<file path="src/verilog/interlock_map.svh">
`ifndef INTERLOCK_MAP_SVH
`define INTERLOCK_MAP_SVH

// register byte offsets
`define IL_CTRL_OFFSET        8'h00
`define IL_STATE_OFFSET       8'h04
`define IL_IRQ_STATUS_OFFSET  8'h08
`define IL_IRQ_MASK_OFFSET    8'h0c
`define IL_FUNC_BASE_OFFSET   8'h40

// control register fields
`define IL_CTRL_ESTOP_REC_LSB   0
`define IL_CTRL_DEADMAN_REC_LSB 4
`define IL_CTRL_SW_DRIVE_BIT    8
`define IL_CTRL_SW_PAUSE_BIT    9
`define IL_CTRL_RESET           32'h0000_0000

// state register fields
`define IL_ST_POWER_BIT    0
`define IL_ST_CUTOFF_BIT   1
`define IL_ST_P_ESTOP_BIT  2
`define IL_ST_P_DEAD_BIT   3
`define IL_ST_P_INPUT_BIT  4
`define IL_ST_PAUSED_BIT   5
`define IL_ST_CAUSE_BIT    8
`define IL_ST_ESTOP_BIT    9
`define IL_ST_DEADMAN_BIT  10

// interrupt events
`define IL_EV_CUTOFF       0
`define IL_EV_RESTORED     1
`define IL_EV_PAUSED       2
`define IL_EV_RESUMED      3
`define IL_EV_WIDTH        4
`define IL_IRQ_MASK_RESET  4'h0

// input function codes and recovery setting
`define IL_FC_DRIVE_RESET  8'h11
`define IL_FC_PAUSE_INPUT  8'h08
`define IL_FC_PAUSE_RESET  8'h07
`define IL_FC_RESET        8'h00
`define IL_REC_CONTINUE    4'h2
`define IL_REC_RESET       4'h0

// general inputs: 16 ports numbered 30..45, then 8 numbered 251..258
`define IL_NUM_PORTS       24

// axi responses
`define IL_RESP_OKAY       2'h0
`define IL_RESP_DECERR     2'h3

`endif

</file>
<file path="src/verilog/interlock_pkg.sv">
package interlock_pkg;
   typedef logic [7:0] func_code_t;
   typedef logic [3:0] rec_mode_t;
   typedef logic [1:0] axi_resp_t;
   typedef enum logic [1:0] {
      RD_IDLE = 2'b00,
      RD_RESP = 2'b01
   } rd_state_t;
endpackage

</file>
<file path="src/verilog/input_sync.sv">
`timescale 1ns/1ps
`default_nettype none
module input_sync #(
   parameter int W = 27
) (
   input  wire logic         aclk,
   input  wire logic         aresetn,
   input  wire logic [W-1:0] raw,
   output logic      [W-1:0] level,
   output logic      [W-1:0] rise
);
   genvar i;
   generate
      for (i = 0; i < W; i = i + 1) begin : g_bit
         logic s1;
         logic s2;
         logic s3;
         logic lv;
         logic rs;
         always_ff @(posedge aclk) begin
            if (!aresetn) begin
               s1 <= 1'b0;
               s2 <= 1'b0;
               s3 <= 1'b0;
            end else begin
               s1 <= raw[i];
               s2 <= s1;
               s3 <= s2;
            end
         end
         // level moves only once second and third stage agree
         always_ff @(posedge aclk) begin
            if (!aresetn) begin
               lv <= 1'b0;
               rs <= 1'b0;
            end else begin
               if (s2 == s3) begin
                  lv <= s3;
               end
               rs <= (s2 == s3) && s3 && !lv;
            end
         end
         assign level[i] = lv;
         assign rise[i]  = rs;
         a_single_rise : assert property (@(posedge aclk) disable iff (!aresetn)
            rs |=> !rs)
         else $error("input event repeated without a new transition");
      end
   endgenerate
endmodule // input_sync
`default_nettype wire

</file>
<file path="src/verilog/pause_interlock.sv">
// How it works
// - a general input becomes the drive-source cutoff reset when its function code is 17, and only ports 30..45 and 251..258 exist to carry it.
// - a rising edge on a cutoff-reset port is a drive-source recovery request.
// - after a cutoff, drive power stays off until the cause is gone and a recovery request then arrives.
// - with emergency-stop recovery set to 2, an emergency stop in auto leaves a pause that only a pause reset after release clears.
// - with deadman/enable recovery set to 2, such a stop in auto leaves a pause that only a pause reset after the stop clears.
// - a port with code 8 is a pause input: low in auto pauses, high afterwards clears the pause.
// - a rising edge on a port with code 7 is an operation-pause reset request.
`include "interlock_map.svh"
`timescale 1ns/1ps
`default_nettype none
module pause_interlock #(
   parameter int ADDR_W = 8,
   parameter int NPORT  = `IL_NUM_PORTS
) (
   input  wire logic              aclk,
   input  wire logic              aresetn,
   input  wire logic [ADDR_W-1:0] s_axi_awaddr,
   input  wire logic              s_axi_awvalid,
   output logic                   s_axi_awready,
   input  wire logic [31:0]       s_axi_wdata,
   input  wire logic [3:0]        s_axi_wstrb,
   input  wire logic              s_axi_wvalid,
   output logic                   s_axi_wready,
   output logic [1:0]             s_axi_bresp,
   output logic                   s_axi_bvalid,
   input  wire logic              s_axi_bready,
   input  wire logic [ADDR_W-1:0] s_axi_araddr,
   input  wire logic              s_axi_arvalid,
   output logic                   s_axi_arready,
   output logic [31:0]            s_axi_rdata,
   output logic [1:0]             s_axi_rresp,
   output logic                   s_axi_rvalid,
   input  wire logic              s_axi_rready,
   input  wire logic [NPORT-1:0]  port_in,
   input  wire logic              estop_in,
   input  wire logic              deadman_stop_in,
   input  wire logic              cutoff_cause_in,
   input  wire logic              auto_mode,
   output logic                   drive_power_en,
   output logic                   paused,
   output logic                   irq
);
   localparam int SW = NPORT + 3;

   logic [SW-1:0]              sync_level;
   logic [SW-1:0]              sync_rise;
   logic [NPORT-1:0]           port_level;
   logic [NPORT-1:0]           port_rise;
   logic                       estop_lvl;
   logic                       dead_lvl;
   logic                       cause_lvl;
   interlock_pkg::func_code_t  func_code [NPORT];
   logic [NPORT-1:0]           is_drive_rst;
   logic [NPORT-1:0]           is_pause_in;
   logic [NPORT-1:0]           is_pause_rst;
   interlock_pkg::rec_mode_t   estop_rec;
   interlock_pkg::rec_mode_t   dead_rec;
   logic                       sw_drive_req;
   logic                       sw_pause_req;
   logic                       drive_req;
   logic                       pause_req;
   logic                       pause_low;
   logic                       cutoff_latched;
   logic                       pause_estop;
   logic                       pause_dead;
   logic                       pause_input;
   logic                       next_cutoff;
   logic                       next_pause_estop;
   logic                       next_pause_dead;
   logic                       next_pause_input;
   logic [`IL_EV_WIDTH-1:0]    events;
   logic [`IL_EV_WIDTH-1:0]    irq_status;
   logic [`IL_EV_WIDTH-1:0]    irq_mask;
   logic [`IL_EV_WIDTH-1:0]    next_irq_status;
   logic [ADDR_W-1:0]          w_addr;
   logic [31:0]                w_data;
   logic [3:0]                 w_strb;
   logic                       wr_fire;
   logic                       rd_fire;
   logic                       rd_clear;
   logic                       wr_mapped;
   logic [31:0]                rd_word;
   logic                       rd_mapped;
   logic [31:0]                state_word;
   interlock_pkg::rd_state_t   rd_state;

   input_sync #(
      .W (SW)
   ) u_sync (
      .aclk    (aclk),
      .aresetn (aresetn),
      .raw     ({cutoff_cause_in, deadman_stop_in, estop_in, port_in}),
      .level   (sync_level),
      .rise    (sync_rise)
   );

   assign port_level = sync_level[NPORT-1:0];
   assign port_rise  = sync_rise[NPORT-1:0];
   assign estop_lvl  = sync_level[NPORT];
   assign dead_lvl   = sync_level[NPORT+1];
   assign cause_lvl  = sync_level[NPORT+2];

   // ---------------- bus write side ----------------
   always_ff @(posedge aclk) begin
      if (!aresetn) begin
         s_axi_awready <= 1'b1;
         w_addr        <= '0;
      end else if (s_axi_awvalid && s_axi_awready) begin
         s_axi_awready <= 1'b0;
         w_addr        <= s_axi_awaddr;
      end else if (wr_fire) begin
         s_axi_awready <= 1'b1;
      end
   end

   always_ff @(posedge aclk) begin
      if (!aresetn) begin
         s_axi_wready <= 1'b1;
         w_data       <= '0;
         w_strb       <= '0;
      end else if (s_axi_wvalid && s_axi_wready) begin
         s_axi_wready <= 1'b0;
         w_data       <= s_axi_wdata;
         w_strb       <= s_axi_wstrb;
      end else if (wr_fire) begin
         s_axi_wready <= 1'b1;
      end
   end

   assign wr_fire = !s_axi_awready && !s_axi_wready && !s_axi_bvalid;

   always_comb begin
      wr_mapped = (w_addr == `IL_CTRL_OFFSET) || (w_addr == `IL_IRQ_MASK_OFFSET) ||
                  (w_addr == `IL_STATE_OFFSET) || (w_addr == `IL_IRQ_STATUS_OFFSET);
      for (int k = 0; k < NPORT; k++) begin
         if (w_addr == ADDR_W'(`IL_FUNC_BASE_OFFSET + 4 * k)) begin
            wr_mapped = 1'b1;
         end
      end
   end

   always_ff @(posedge aclk) begin
      if (!aresetn) begin
         s_axi_bvalid <= 1'b0;
         s_axi_bresp  <= `IL_RESP_OKAY;
      end else if (wr_fire) begin
         s_axi_bvalid <= 1'b1;
         s_axi_bresp  <= wr_mapped ? `IL_RESP_OKAY : `IL_RESP_DECERR;
      end else if (s_axi_bready) begin
         s_axi_bvalid <= 1'b0;
      end
   end

   // control: recovery settings and one-cycle software requests
   always_ff @(posedge aclk) begin
      if (!aresetn) begin
         estop_rec    <= `IL_REC_RESET;
         dead_rec     <= `IL_REC_RESET;
         sw_drive_req <= 1'b0;
         sw_pause_req <= 1'b0;
         irq_mask     <= `IL_IRQ_MASK_RESET;
      end else begin
         sw_drive_req <= 1'b0;
         sw_pause_req <= 1'b0;
         if (wr_fire && w_addr == `IL_CTRL_OFFSET) begin
            if (w_strb[0]) begin
               estop_rec <= w_data[`IL_CTRL_ESTOP_REC_LSB +: 4];
               dead_rec  <= w_data[`IL_CTRL_DEADMAN_REC_LSB +: 4];
            end
            if (w_strb[1]) begin
               sw_drive_req <= w_data[`IL_CTRL_SW_DRIVE_BIT];
               sw_pause_req <= w_data[`IL_CTRL_SW_PAUSE_BIT];
            end
         end
         if (wr_fire && w_addr == `IL_IRQ_MASK_OFFSET && w_strb[0]) begin
            irq_mask <= w_data[`IL_EV_WIDTH-1:0];
         end
      end
   end

   // function code table, one entry per general input
   genvar i;
   generate
      for (i = 0; i < NPORT; i = i + 1) begin : g_port
         always_ff @(posedge aclk) begin
            if (!aresetn) begin
               func_code[i] <= `IL_FC_RESET;
            end else if (wr_fire && w_strb[0] &&
                         w_addr == ADDR_W'(`IL_FUNC_BASE_OFFSET + 4 * i)) begin
               func_code[i] <= w_data[7:0];
            end
         end
         assign is_drive_rst[i] = (func_code[i] == `IL_FC_DRIVE_RESET);
         assign is_pause_in[i]  = (func_code[i] == `IL_FC_PAUSE_INPUT);
         assign is_pause_rst[i] = (func_code[i] == `IL_FC_PAUSE_RESET);
      end
   endgenerate

   // ---------------- interlock ----------------
   assign drive_req = (|(port_rise & is_drive_rst)) || sw_drive_req;
   assign pause_req = (|(port_rise & is_pause_rst)) || sw_pause_req;
   assign pause_low = |(is_pause_in & ~port_level);

   always_comb begin
      // cause present wins over any request
      next_cutoff = cutoff_latched;
      if (cause_lvl) begin
         next_cutoff = 1'b1;
      end else if (drive_req) begin
         next_cutoff = 1'b0;
      end
      // a pause reset is only honoured once its stop has cleared
      next_pause_estop = pause_estop;
      if (auto_mode && estop_lvl && estop_rec == `IL_REC_CONTINUE) begin
         next_pause_estop = 1'b1;
      end else if (pause_req && !estop_lvl && !cutoff_latched) begin
         next_pause_estop = 1'b0;
      end
      next_pause_dead = pause_dead;
      if (auto_mode && dead_lvl && dead_rec == `IL_REC_CONTINUE) begin
         next_pause_dead = 1'b1;
      end else if (pause_req && !dead_lvl && !cutoff_latched) begin
         next_pause_dead = 1'b0;
      end
      next_pause_input = pause_input;
      if (auto_mode && pause_low) begin
         next_pause_input = 1'b1;
      end else if (!pause_low) begin
         next_pause_input = 1'b0;
      end
   end

   always_ff @(posedge aclk) begin
      if (!aresetn) begin
         cutoff_latched <= 1'b1;
         drive_power_en <= 1'b0;
      end else begin
         cutoff_latched <= next_cutoff;
         drive_power_en <= !next_cutoff;
      end
   end

   always_ff @(posedge aclk) begin
      if (!aresetn) begin
         pause_estop <= 1'b0;
         pause_dead  <= 1'b0;
         pause_input <= 1'b0;
         paused      <= 1'b0;
      end else begin
         pause_estop <= next_pause_estop;
         pause_dead  <= next_pause_dead;
         pause_input <= next_pause_input;
         paused      <= next_pause_estop || next_pause_dead || next_pause_input;
      end
   end

   // ---------------- interrupts ----------------
   always_comb begin
      events = '0;
      events[`IL_EV_CUTOFF]   = next_cutoff && !cutoff_latched;
      events[`IL_EV_RESTORED] = !next_cutoff && cutoff_latched;
      events[`IL_EV_PAUSED]   = (next_pause_estop || next_pause_dead || next_pause_input) &&
                                !paused;
      events[`IL_EV_RESUMED]  = !(next_pause_estop || next_pause_dead || next_pause_input) &&
                                paused;
      // a new event beats the read clear
      next_irq_status = (rd_clear ? '0 : irq_status) | events;
   end

   always_ff @(posedge aclk) begin
      if (!aresetn) begin
         irq_status <= '0;
         irq        <= 1'b0;
      end else begin
         irq_status <= next_irq_status;
         irq        <= |(next_irq_status & irq_mask);
      end
   end

   // ---------------- bus read side ----------------
   always_comb begin
      state_word                     = '0;
      state_word[`IL_ST_POWER_BIT]   = drive_power_en;
      state_word[`IL_ST_CUTOFF_BIT]  = cutoff_latched;
      state_word[`IL_ST_P_ESTOP_BIT] = pause_estop;
      state_word[`IL_ST_P_DEAD_BIT]  = pause_dead;
      state_word[`IL_ST_P_INPUT_BIT] = pause_input;
      state_word[`IL_ST_PAUSED_BIT]  = paused;
      state_word[`IL_ST_CAUSE_BIT]   = cause_lvl;
      state_word[`IL_ST_ESTOP_BIT]   = estop_lvl;
      state_word[`IL_ST_DEADMAN_BIT] = dead_lvl;
      rd_mapped = 1'b1;
      rd_word   = '0;
      case (s_axi_araddr)
         `IL_CTRL_OFFSET: begin
            rd_word[`IL_CTRL_ESTOP_REC_LSB +: 4]   = estop_rec;
            rd_word[`IL_CTRL_DEADMAN_REC_LSB +: 4] = dead_rec;
         end
         `IL_STATE_OFFSET:      rd_word = state_word;
         `IL_IRQ_STATUS_OFFSET: rd_word[`IL_EV_WIDTH-1:0] = irq_status;
         `IL_IRQ_MASK_OFFSET:   rd_word[`IL_EV_WIDTH-1:0] = irq_mask;
         default: begin
            rd_mapped = 1'b0;
            for (int k = 0; k < NPORT; k++) begin
               if (s_axi_araddr == ADDR_W'(`IL_FUNC_BASE_OFFSET + 4 * k)) begin
                  rd_mapped    = 1'b1;
                  rd_word[7:0] = func_code[k];
               end
            end
         end
      endcase
   end

   assign rd_fire  = s_axi_arvalid && s_axi_arready;
   assign rd_clear = rd_fire && s_axi_araddr == `IL_IRQ_STATUS_OFFSET;

   always_ff @(posedge aclk) begin
      if (!aresetn) begin
         rd_state      <= interlock_pkg::RD_IDLE;
         s_axi_arready <= 1'b1;
         s_axi_rvalid  <= 1'b0;
         s_axi_rdata   <= '0;
         s_axi_rresp   <= `IL_RESP_OKAY;
      end else begin
         case (rd_state)
            interlock_pkg::RD_IDLE: begin
               if (rd_fire) begin
                  rd_state      <= interlock_pkg::RD_RESP;
                  s_axi_arready <= 1'b0;
                  s_axi_rvalid  <= 1'b1;
                  s_axi_rdata   <= rd_word;
                  s_axi_rresp   <= rd_mapped ? `IL_RESP_OKAY : `IL_RESP_DECERR;
               end
            end
            interlock_pkg::RD_RESP: begin
               if (s_axi_rready) begin
                  rd_state      <= interlock_pkg::RD_IDLE;
                  s_axi_arready <= 1'b1;
                  s_axi_rvalid  <= 1'b0;
               end
            end
            default: begin
               rd_state      <= interlock_pkg::RD_IDLE;
               s_axi_arready <= 1'b1;
               s_axi_rvalid  <= 1'b0;
            end
         endcase
      end
   end

   // ---------------- checks ----------------
   a_cutoff_only_code17 : assert property (@(posedge aclk) disable iff (!aresetn)
      cutoff_latched && !sw_drive_req && !(|(port_rise & is_drive_rst)) |=> cutoff_latched)
   else $error("power restored without a code 17 edge");

   a_edge_restores : assert property (@(posedge aclk) disable iff (!aresetn)
      cutoff_latched && !cause_lvl && |(port_rise & is_drive_rst) |=> drive_power_en)
   else $error("recovery edge did not restore drive power");

   a_power_held_off : assert property (@(posedge aclk) disable iff (!aresetn)
      cause_lvl |=> cutoff_latched && !drive_power_en)
   else $error("drive power on while cutoff cause present");

   a_estop_resume : assert property (@(posedge aclk) disable iff (!aresetn)
      $fell(pause_estop) |-> $past(pause_req) && !$past(estop_lvl))
   else $error("estop pause cleared without a valid reset request");

   a_dead_resume : assert property (@(posedge aclk) disable iff (!aresetn)
      $fell(pause_dead) |-> $past(pause_req) && !$past(dead_lvl))
   else $error("deadman pause cleared without a valid reset request");

   a_pause_input : assert property (@(posedge aclk) disable iff (!aresetn)
      auto_mode && pause_low |=> paused ##1 (paused || !pause_low))
   else $error("low pause input did not pause operation");

   a_pause_reset_src : assert property (@(posedge aclk) disable iff (!aresetn)
      pause_estop && !estop_lvl && !cutoff_latched && !(auto_mode && estop_lvl) &&
      |(port_rise & is_pause_rst) |=> !pause_estop)
   else $error("code 7 edge did not clear estop pause");

   a_one_event : assert property (@(posedge aclk) disable iff (!aresetn)
      (port_rise & $past(port_rise)) == '0)
   else $error("input produced two events in a row");

   c_power_restore : cover property (@(posedge aclk) disable iff (!aresetn)
      $fell(cutoff_latched));
   c_estop_resume : cover property (@(posedge aclk) disable iff (!aresetn)
      $fell(pause_estop));
   c_input_resume : cover property (@(posedge aclk) disable iff (!aresetn)
      $fell(pause_input));
endmodule // pause_interlock
`default_nettype wire

</file>
<file path="config.mk">
export PLATFORM = sky130hd
export DESIGN_NAME = pause_interlock
export DESIGN_NICKNAME = d
export VERILOG_FILES = /design/src/verilog/interlock_pkg.sv /design/src/verilog/input_sync.sv /design/src/verilog/pause_interlock.sv
export VERILOG_INCLUDE_DIRS = /design/src /design/src/verilog
export SDC_FILE = /design/constraint.sdc
export NUM_CORES = 1
export LEC_CHECK = 0
export ABC_CLOCK_PERIOD_IN_PS = 2300
export BUFFER_PORTS_ARGS = -buffer_cell sky130_fd_sc_hd__buf_4
export CAP_MARGIN = 30
export CORE_ASPECT_RATIO = 2
export CORE_MARGIN = 3
export CORE_UTILIZATION = 45
export DETAILED_ROUTE_END_ITERATION = 12
export MAX_ROUTING_LAYER = met4
export PLACE_DENSITY = 0.68
export SLEW_MARGIN = 20
export SYNTH_ARGS = -nofsm -noshare
export SYNTH_HDL_FRONTEND = slang
export SYNTH_SLANG_ARGS = --single-unit
</file>
<file path="constraint.sdc">
create_clock -name aclk -period 2.3 [get_ports aclk]
set_clock_uncertainty 0.05 [all_clocks]
set_input_delay 0.23 -clock aclk [delete_from_list [all_inputs] [get_ports aclk]]
set_output_delay 0.23 -clock aclk [all_outputs]
set_load 0.01 [all_outputs]
</file>
# Word-level counts from Yosys, hierarchy flattened
# Memories as Yosys holds them, arrays and structs flattened.
# Index checks and enable logic that the tools add are counted.
[totals]
output_inout_bits = 44
input_bits = 87
wordCells = 695
ram_bits = 192
n_memories = 1
reg_bits = 220
[mem_list]
columns = ["memory", "depth", "word_bits", "read_ports", "rd_ports_with_merged_regs", "write_ports", "line_no", "rtl"]
rows = [
  ["func_code", 24, 8, 24, 0, 24, "pause_interlock.sv:53", "interlock_pkg::func_code_t func_code [NPORT];"],
]
[classes]
n_bitwise = 30
mux = 198
n_reduce_logical = 151
eq_ne = 158
[ops]
columns = ["operator", "count"]
rows = [
  ["$mux W8", 48],
  ["$eq A8 B7 Y1 const B", 32],
  ["$eq A8 B4 Y1 const B", 28],
  ["$eq A8 B3 Y1 const B", 26],
  ["$eq A8 B5 Y1 const B", 24],
  ["$mux W1", 139],
  ["$eq A8 B8 Y1 const B", 16],
  ["$logic_and A1 B1 Y1", 95],
  ["$and A24 B24 Y24", 3],
  ["$reduce_or A24 Y1", 3],
  ["$logic_not A1 Y1", 33],
  ["$eq A1 B1 Y1", 27],
  ["$not A24 Y24", 1],
  ["$or A1 B1 Y1", 24],
  ["$logic_not A8 Y1", 2],
  ["$pmux W4 S4", 1],
  ["$pmux W4 S3", 1],
  ["$eq A4 B2 Y1 const B", 2],
  ["$mux W2", 4],
  ["$reduce_or A4 Y1", 2],
  ["$logic_or A1 B1 Y1", 7],
  ["$reduce_and A2 Y1", 3],
  ["$reduce_bool A2 Y1", 3],
  ["$and A4 B4 Y4", 1],
  ["10 further kinds", 12],
]

# Longest topological paths before layout
[logic_depth]
word_depth = 29
depth_mapped = 11
depth_no_buf = 8

# Hierarchy
# Synthesis repeated with hierarchy kept, for this count alone.
[hier_totals]
cells_unflattened = 1734
area_unflattened_um2 = 18317.6
[by_module_without_submodules]
columns = ["mod", "cells_each", "area_each_um2", "seq_area_each_um2", "instances"]
rows = [
  ["pause_interlock", 1314, 13461.7, 7026.7, 1],
  ["input_sync", 420, 4855.9, 2702.6, 1],
]

# Worst setup path before layout
# Ideal clock, no wire load.
[synth_timing]
path_type = "reg2reg"
start = "reg s_axi_wready"
end = "mem func_code[0][10] in the netlist's numbering (enable)"
arrival_ns = 1.974
required_ns = 1.866
setup_slack_ns = -0.108
setup_time_ns = 0.384
synth_period_minus_slack_ns = 2.408
stages_incl_launch_ff = 6
path_buffers = 0
cell_sequence = "dfxtp_1 nor3_1 nand2_1 nor3b_1 nand2_1 o21ai_0"
[synth_rtl]
columns = ["element", "line_no", "rtl"]
rows = [
  ["start, declared", "pause_interlock.sv:24", "output logic s_axi_wready,"],
  ["start signal, assigned", "pause_interlock.sv:119", "s_axi_wready <= 1'b1;"],
  ["start signal, assigned", "pause_interlock.sv:123", "s_axi_wready <= 1'b0;"],
  ["start signal, assigned", "pause_interlock.sv:127", "s_axi_wready <= 1'b1;"],
  ["end, declared", "pause_interlock.sv:53", ""],
]

==> results.yml <==
die:
  core.rowCount: 102
  ios: 131
  die-area_mm2: 0.04206
  coreArea_mm2: 0.03892
  die_w_um: 146.5
  start_util_pct: 45.66
  fp.dieH_um: 287.0
drt:
  via_per_inst: 5.643
  vias: 16121
  ant_nets: 0
  route.detailed.drc: 0
  drt-total-wl_mm: 73.49
  wl_per_cell_um: 25.72
  drt-initial-drc-count: 1231
  firstDrtPassIters: 5
run:
  max-cap-violations: 0
timing:
  relSlewSlack_pct: 37.85
  period_needed_ps: 2775
  rsz0062_at_grt: "yes"
  period_share_pct: 120.7
  setup_viol: 10
  setup-tns-final_ps: -2054
  fin_ws_ps: -475.1
  tightest_slew_ps: 932.2
  hold_viol: 0
  maxSlewViolCount: 0
  fmax_mhz: 360.3
critical_path:
  r2r_end: "irq_status[2]"
  critical_path.endpoint_type: "register"
  path_class: "register to register"
  max_stage_delay_ps: 600
  cp.arrival_ps: 3140
  worstSetupStartpointType: "register"
  path_delay_family: "simple AND/OR/NAND/NOR gates"
  regToRegSetupSlack_ps: -480
  worstRegToRegCells: 10
  reg2reg_from: "func_code[0][56]"
  cp_max_fo: 4
  worstPathCellList: "buf_4 > nor4b_1 > nand3_1 > nand4_1 > or4_1 > o32a_1 > nor4_4 > buf_4 > a2bb2oi_2 > nor2_1"
  slowest_stage: "or4_1"
  crit_required_ps: 2660
  path_depth: 10
  crit_buf_inv: 2
  worst_path_most_repeated_cell: "buf_4"
cells_and_area:
  layout_common_cells: "543 x buf_4, 281 x and2_1, 192 x edfxtp_1"
  layout.nets: 2421
  final_common_cell: "buf_4"
  fin_cells: 2857
  drive_gt1_share_pct: 32.22
  antenna_cells: 0
  area.growth.synth_to_final_pct: 39.29
  fin_area_mm2: 0.02476
yosys:
  ys_seq_area_share_pct: 54.41
  synth-seq-cells: 387
  synth_cells: 1735
  synth-main-ff-cell: "dfxtp_1"
  yosysUniqueCellTypes: 80
  syn_area_per_cell_um2: 10.24
  synth-edff-count: 192
  synthArstFlopShare_pct: 0
  syn_area_mm2: 0.01777
  synth_warnings: 0
power_and_ir_drop:
  leakage_uw: 0.01017
  ir_drop_mv: 0.7219
  p_per_area_mw_per_mm2: 615.4
clock_network:
  clock_latency_ps: 550
  clkSinkCount: 387
  numCtsBuffers: 36
  cts_buffer_depth: 3
  clk_pin_slew_ps: 70
  htreeDepth: 2
  cts_tree: "built"
  root_buffer: "clkbuf_16"
run_status:
  outcome: "finished, violations left"
  violations: "negative setup slack"
global_routing:
  grt_pass1_vias: 16901
  grt_usage_pct: 35.30
  grt_max_degree: 77
  grt_overflow_total: 0
  grt_antenna_before_repair: 3
  grt_pass1_wl_mm: 106.1
hold_path:
  holdCritPathClass: "input port to register"
  hold_path_startpoint: "aresetn"
  hold_depth: 3
  worstHoldEndpoint: "u_sync.g_bit[5].rs"
place:
  dp_cells: 2709
  gp_congestion: 1.056
  portBuffers: 85
  hpwl_mm: 56.24
  placed_cell_area_mm2: 0.02214
==> synth_stat cells, types with 15 or more instances <==
| cell | n | area share [%] |
|---|---|---|
| clkbuf_1 | 64 | 1.4 |
| nor2b_1 | 15 | 0.53 |
| a21oi_1 | 65 | 1.8 |
| ha_1 | 24 | 1.7 |
| nor3_1 | 32 | 0.90 |
| buf_4 | 23 | 0.97 |
| o21ai_0 | 69 | 1.9 |
| nand2_1 | 159 | 3.4 |
| nand4_1 | 15 | 0.53 |
| edfxtp_1 | 192 | 32 |
| nor4b_1 | 22 | 1.1 |
| nand3b_1 | 16 | 0.68 |
| o22ai_1 | 26 | 0.92 |
| nand3_1 | 60 | 1.7 |
| nor2_1 | 162 | 3.4 |
| a22oi_1 | 22 | 0.93 |
| dfxtp_1 | 195 | 22 |
| mux2i_1 | 47 | 2.6 |
| and2_1 | 281 | 9.9 |
==> worst register-to-register path: cells and delay by family (launching register included) <==
kind	cells	cell delay, ps
AOI/OAI and AO/OA	2	470
buffers and inverters	2	320
DFF	1	360
and+or+nand+nor	6	1460
==> logic make-up after synthesis <==
logic type	synth area share, %
other	0.02110
adders and majority gates	1.690
and+or+nand+nor	27.18
AOI/OAI and AO/OA	10.02
muxes	3.534
buffers and inverters	3.147
DFF	54.41
==> sequential cells by signal, indices dropped and copies added (netlist names), 2 cells and up <==
name / count
dead_rec: 4
u_sync.g_bit.s1: 27
irq_status: 4
w_strb: 2
s_axi_rdata: 11
u_sync.g_bit.rs: 24
u_sync.g_bit.s2: 27
u_sync.g_bit.s3: 27
w_data: 10
w_addr: 8
func_code: 192
estop_rec: 4
irq_mask: 4
u_sync.g_bit.lv: 27
==> timing repair <==
| action | CTS | global route |
|---|---|---|
| setup buffers | 14 | 18 |
| endpoints found under the setup margin | 17 | 128 |
| hold buffers | 62 | 0 |
| hold endpoints to repair | 52 | 0 |
| resized for setup | 78 | 61 |
| pin swaps | 31 | 41 |
==> metrics by stage <==
step	utilization (%)	total power [uW]	hold WS, ps	setup WS [ps]
2_1_floorplan	-	8357	307.3	-108.4
3_3_place_gp	56.89	9227	363.2	-822.8
3_5_place_dp	56.89	9252	368.7	-827.3
4_1_cts	62.62	15230	41.16	-425.3
5_1_grt	63.60	15660	81.25	-533.1
6_report	63.60	15230	62.18	-475.1
==> worst max-delay path by stage <==
stage                          start                to
global route        func_code[0][59]     irq_status[2]
finish              func_code[0][56]     irq_status[2]
detailed placement   s_axi_araddr[3]    s_axi_rdata[2]
global placement     s_axi_araddr[3]    s_axi_rdata[2]
floorplan               s_axi_wready  func_code[0][10]
CTS                 func_code[0][59]               irq
==> where the power goes <==
part           internal [uW]  switching [uW]
sequential              7450             269
clock                   3250            2660
combinational            779             820
==> metal layers <==
layer / part of all wire (%) / GRT usage (%)
met2: 50 / 61.48
met5: 0 / -
met4: 11 / 29.06
met3: 4.4 / 2.919
met1: 35 / 35.93
==> final cells by class <==
| cell class | instances | area (um^2) |
|---|---|---|
| clock buffers | 50 | 1056 |
| clock inverters | 15 | 95.09 |
| fillers | 3204 | 14170 |
| inverters | 13 | 48.80 |
| multi-input cells | 1250 | 8284 |
| flip-flops and latches | 387 | 9679 |
| well taps | 520 | 650.6 |
| repair buffers | 622 | 4941 |
No activity file was read; power rests on OpenSTA's default activity.
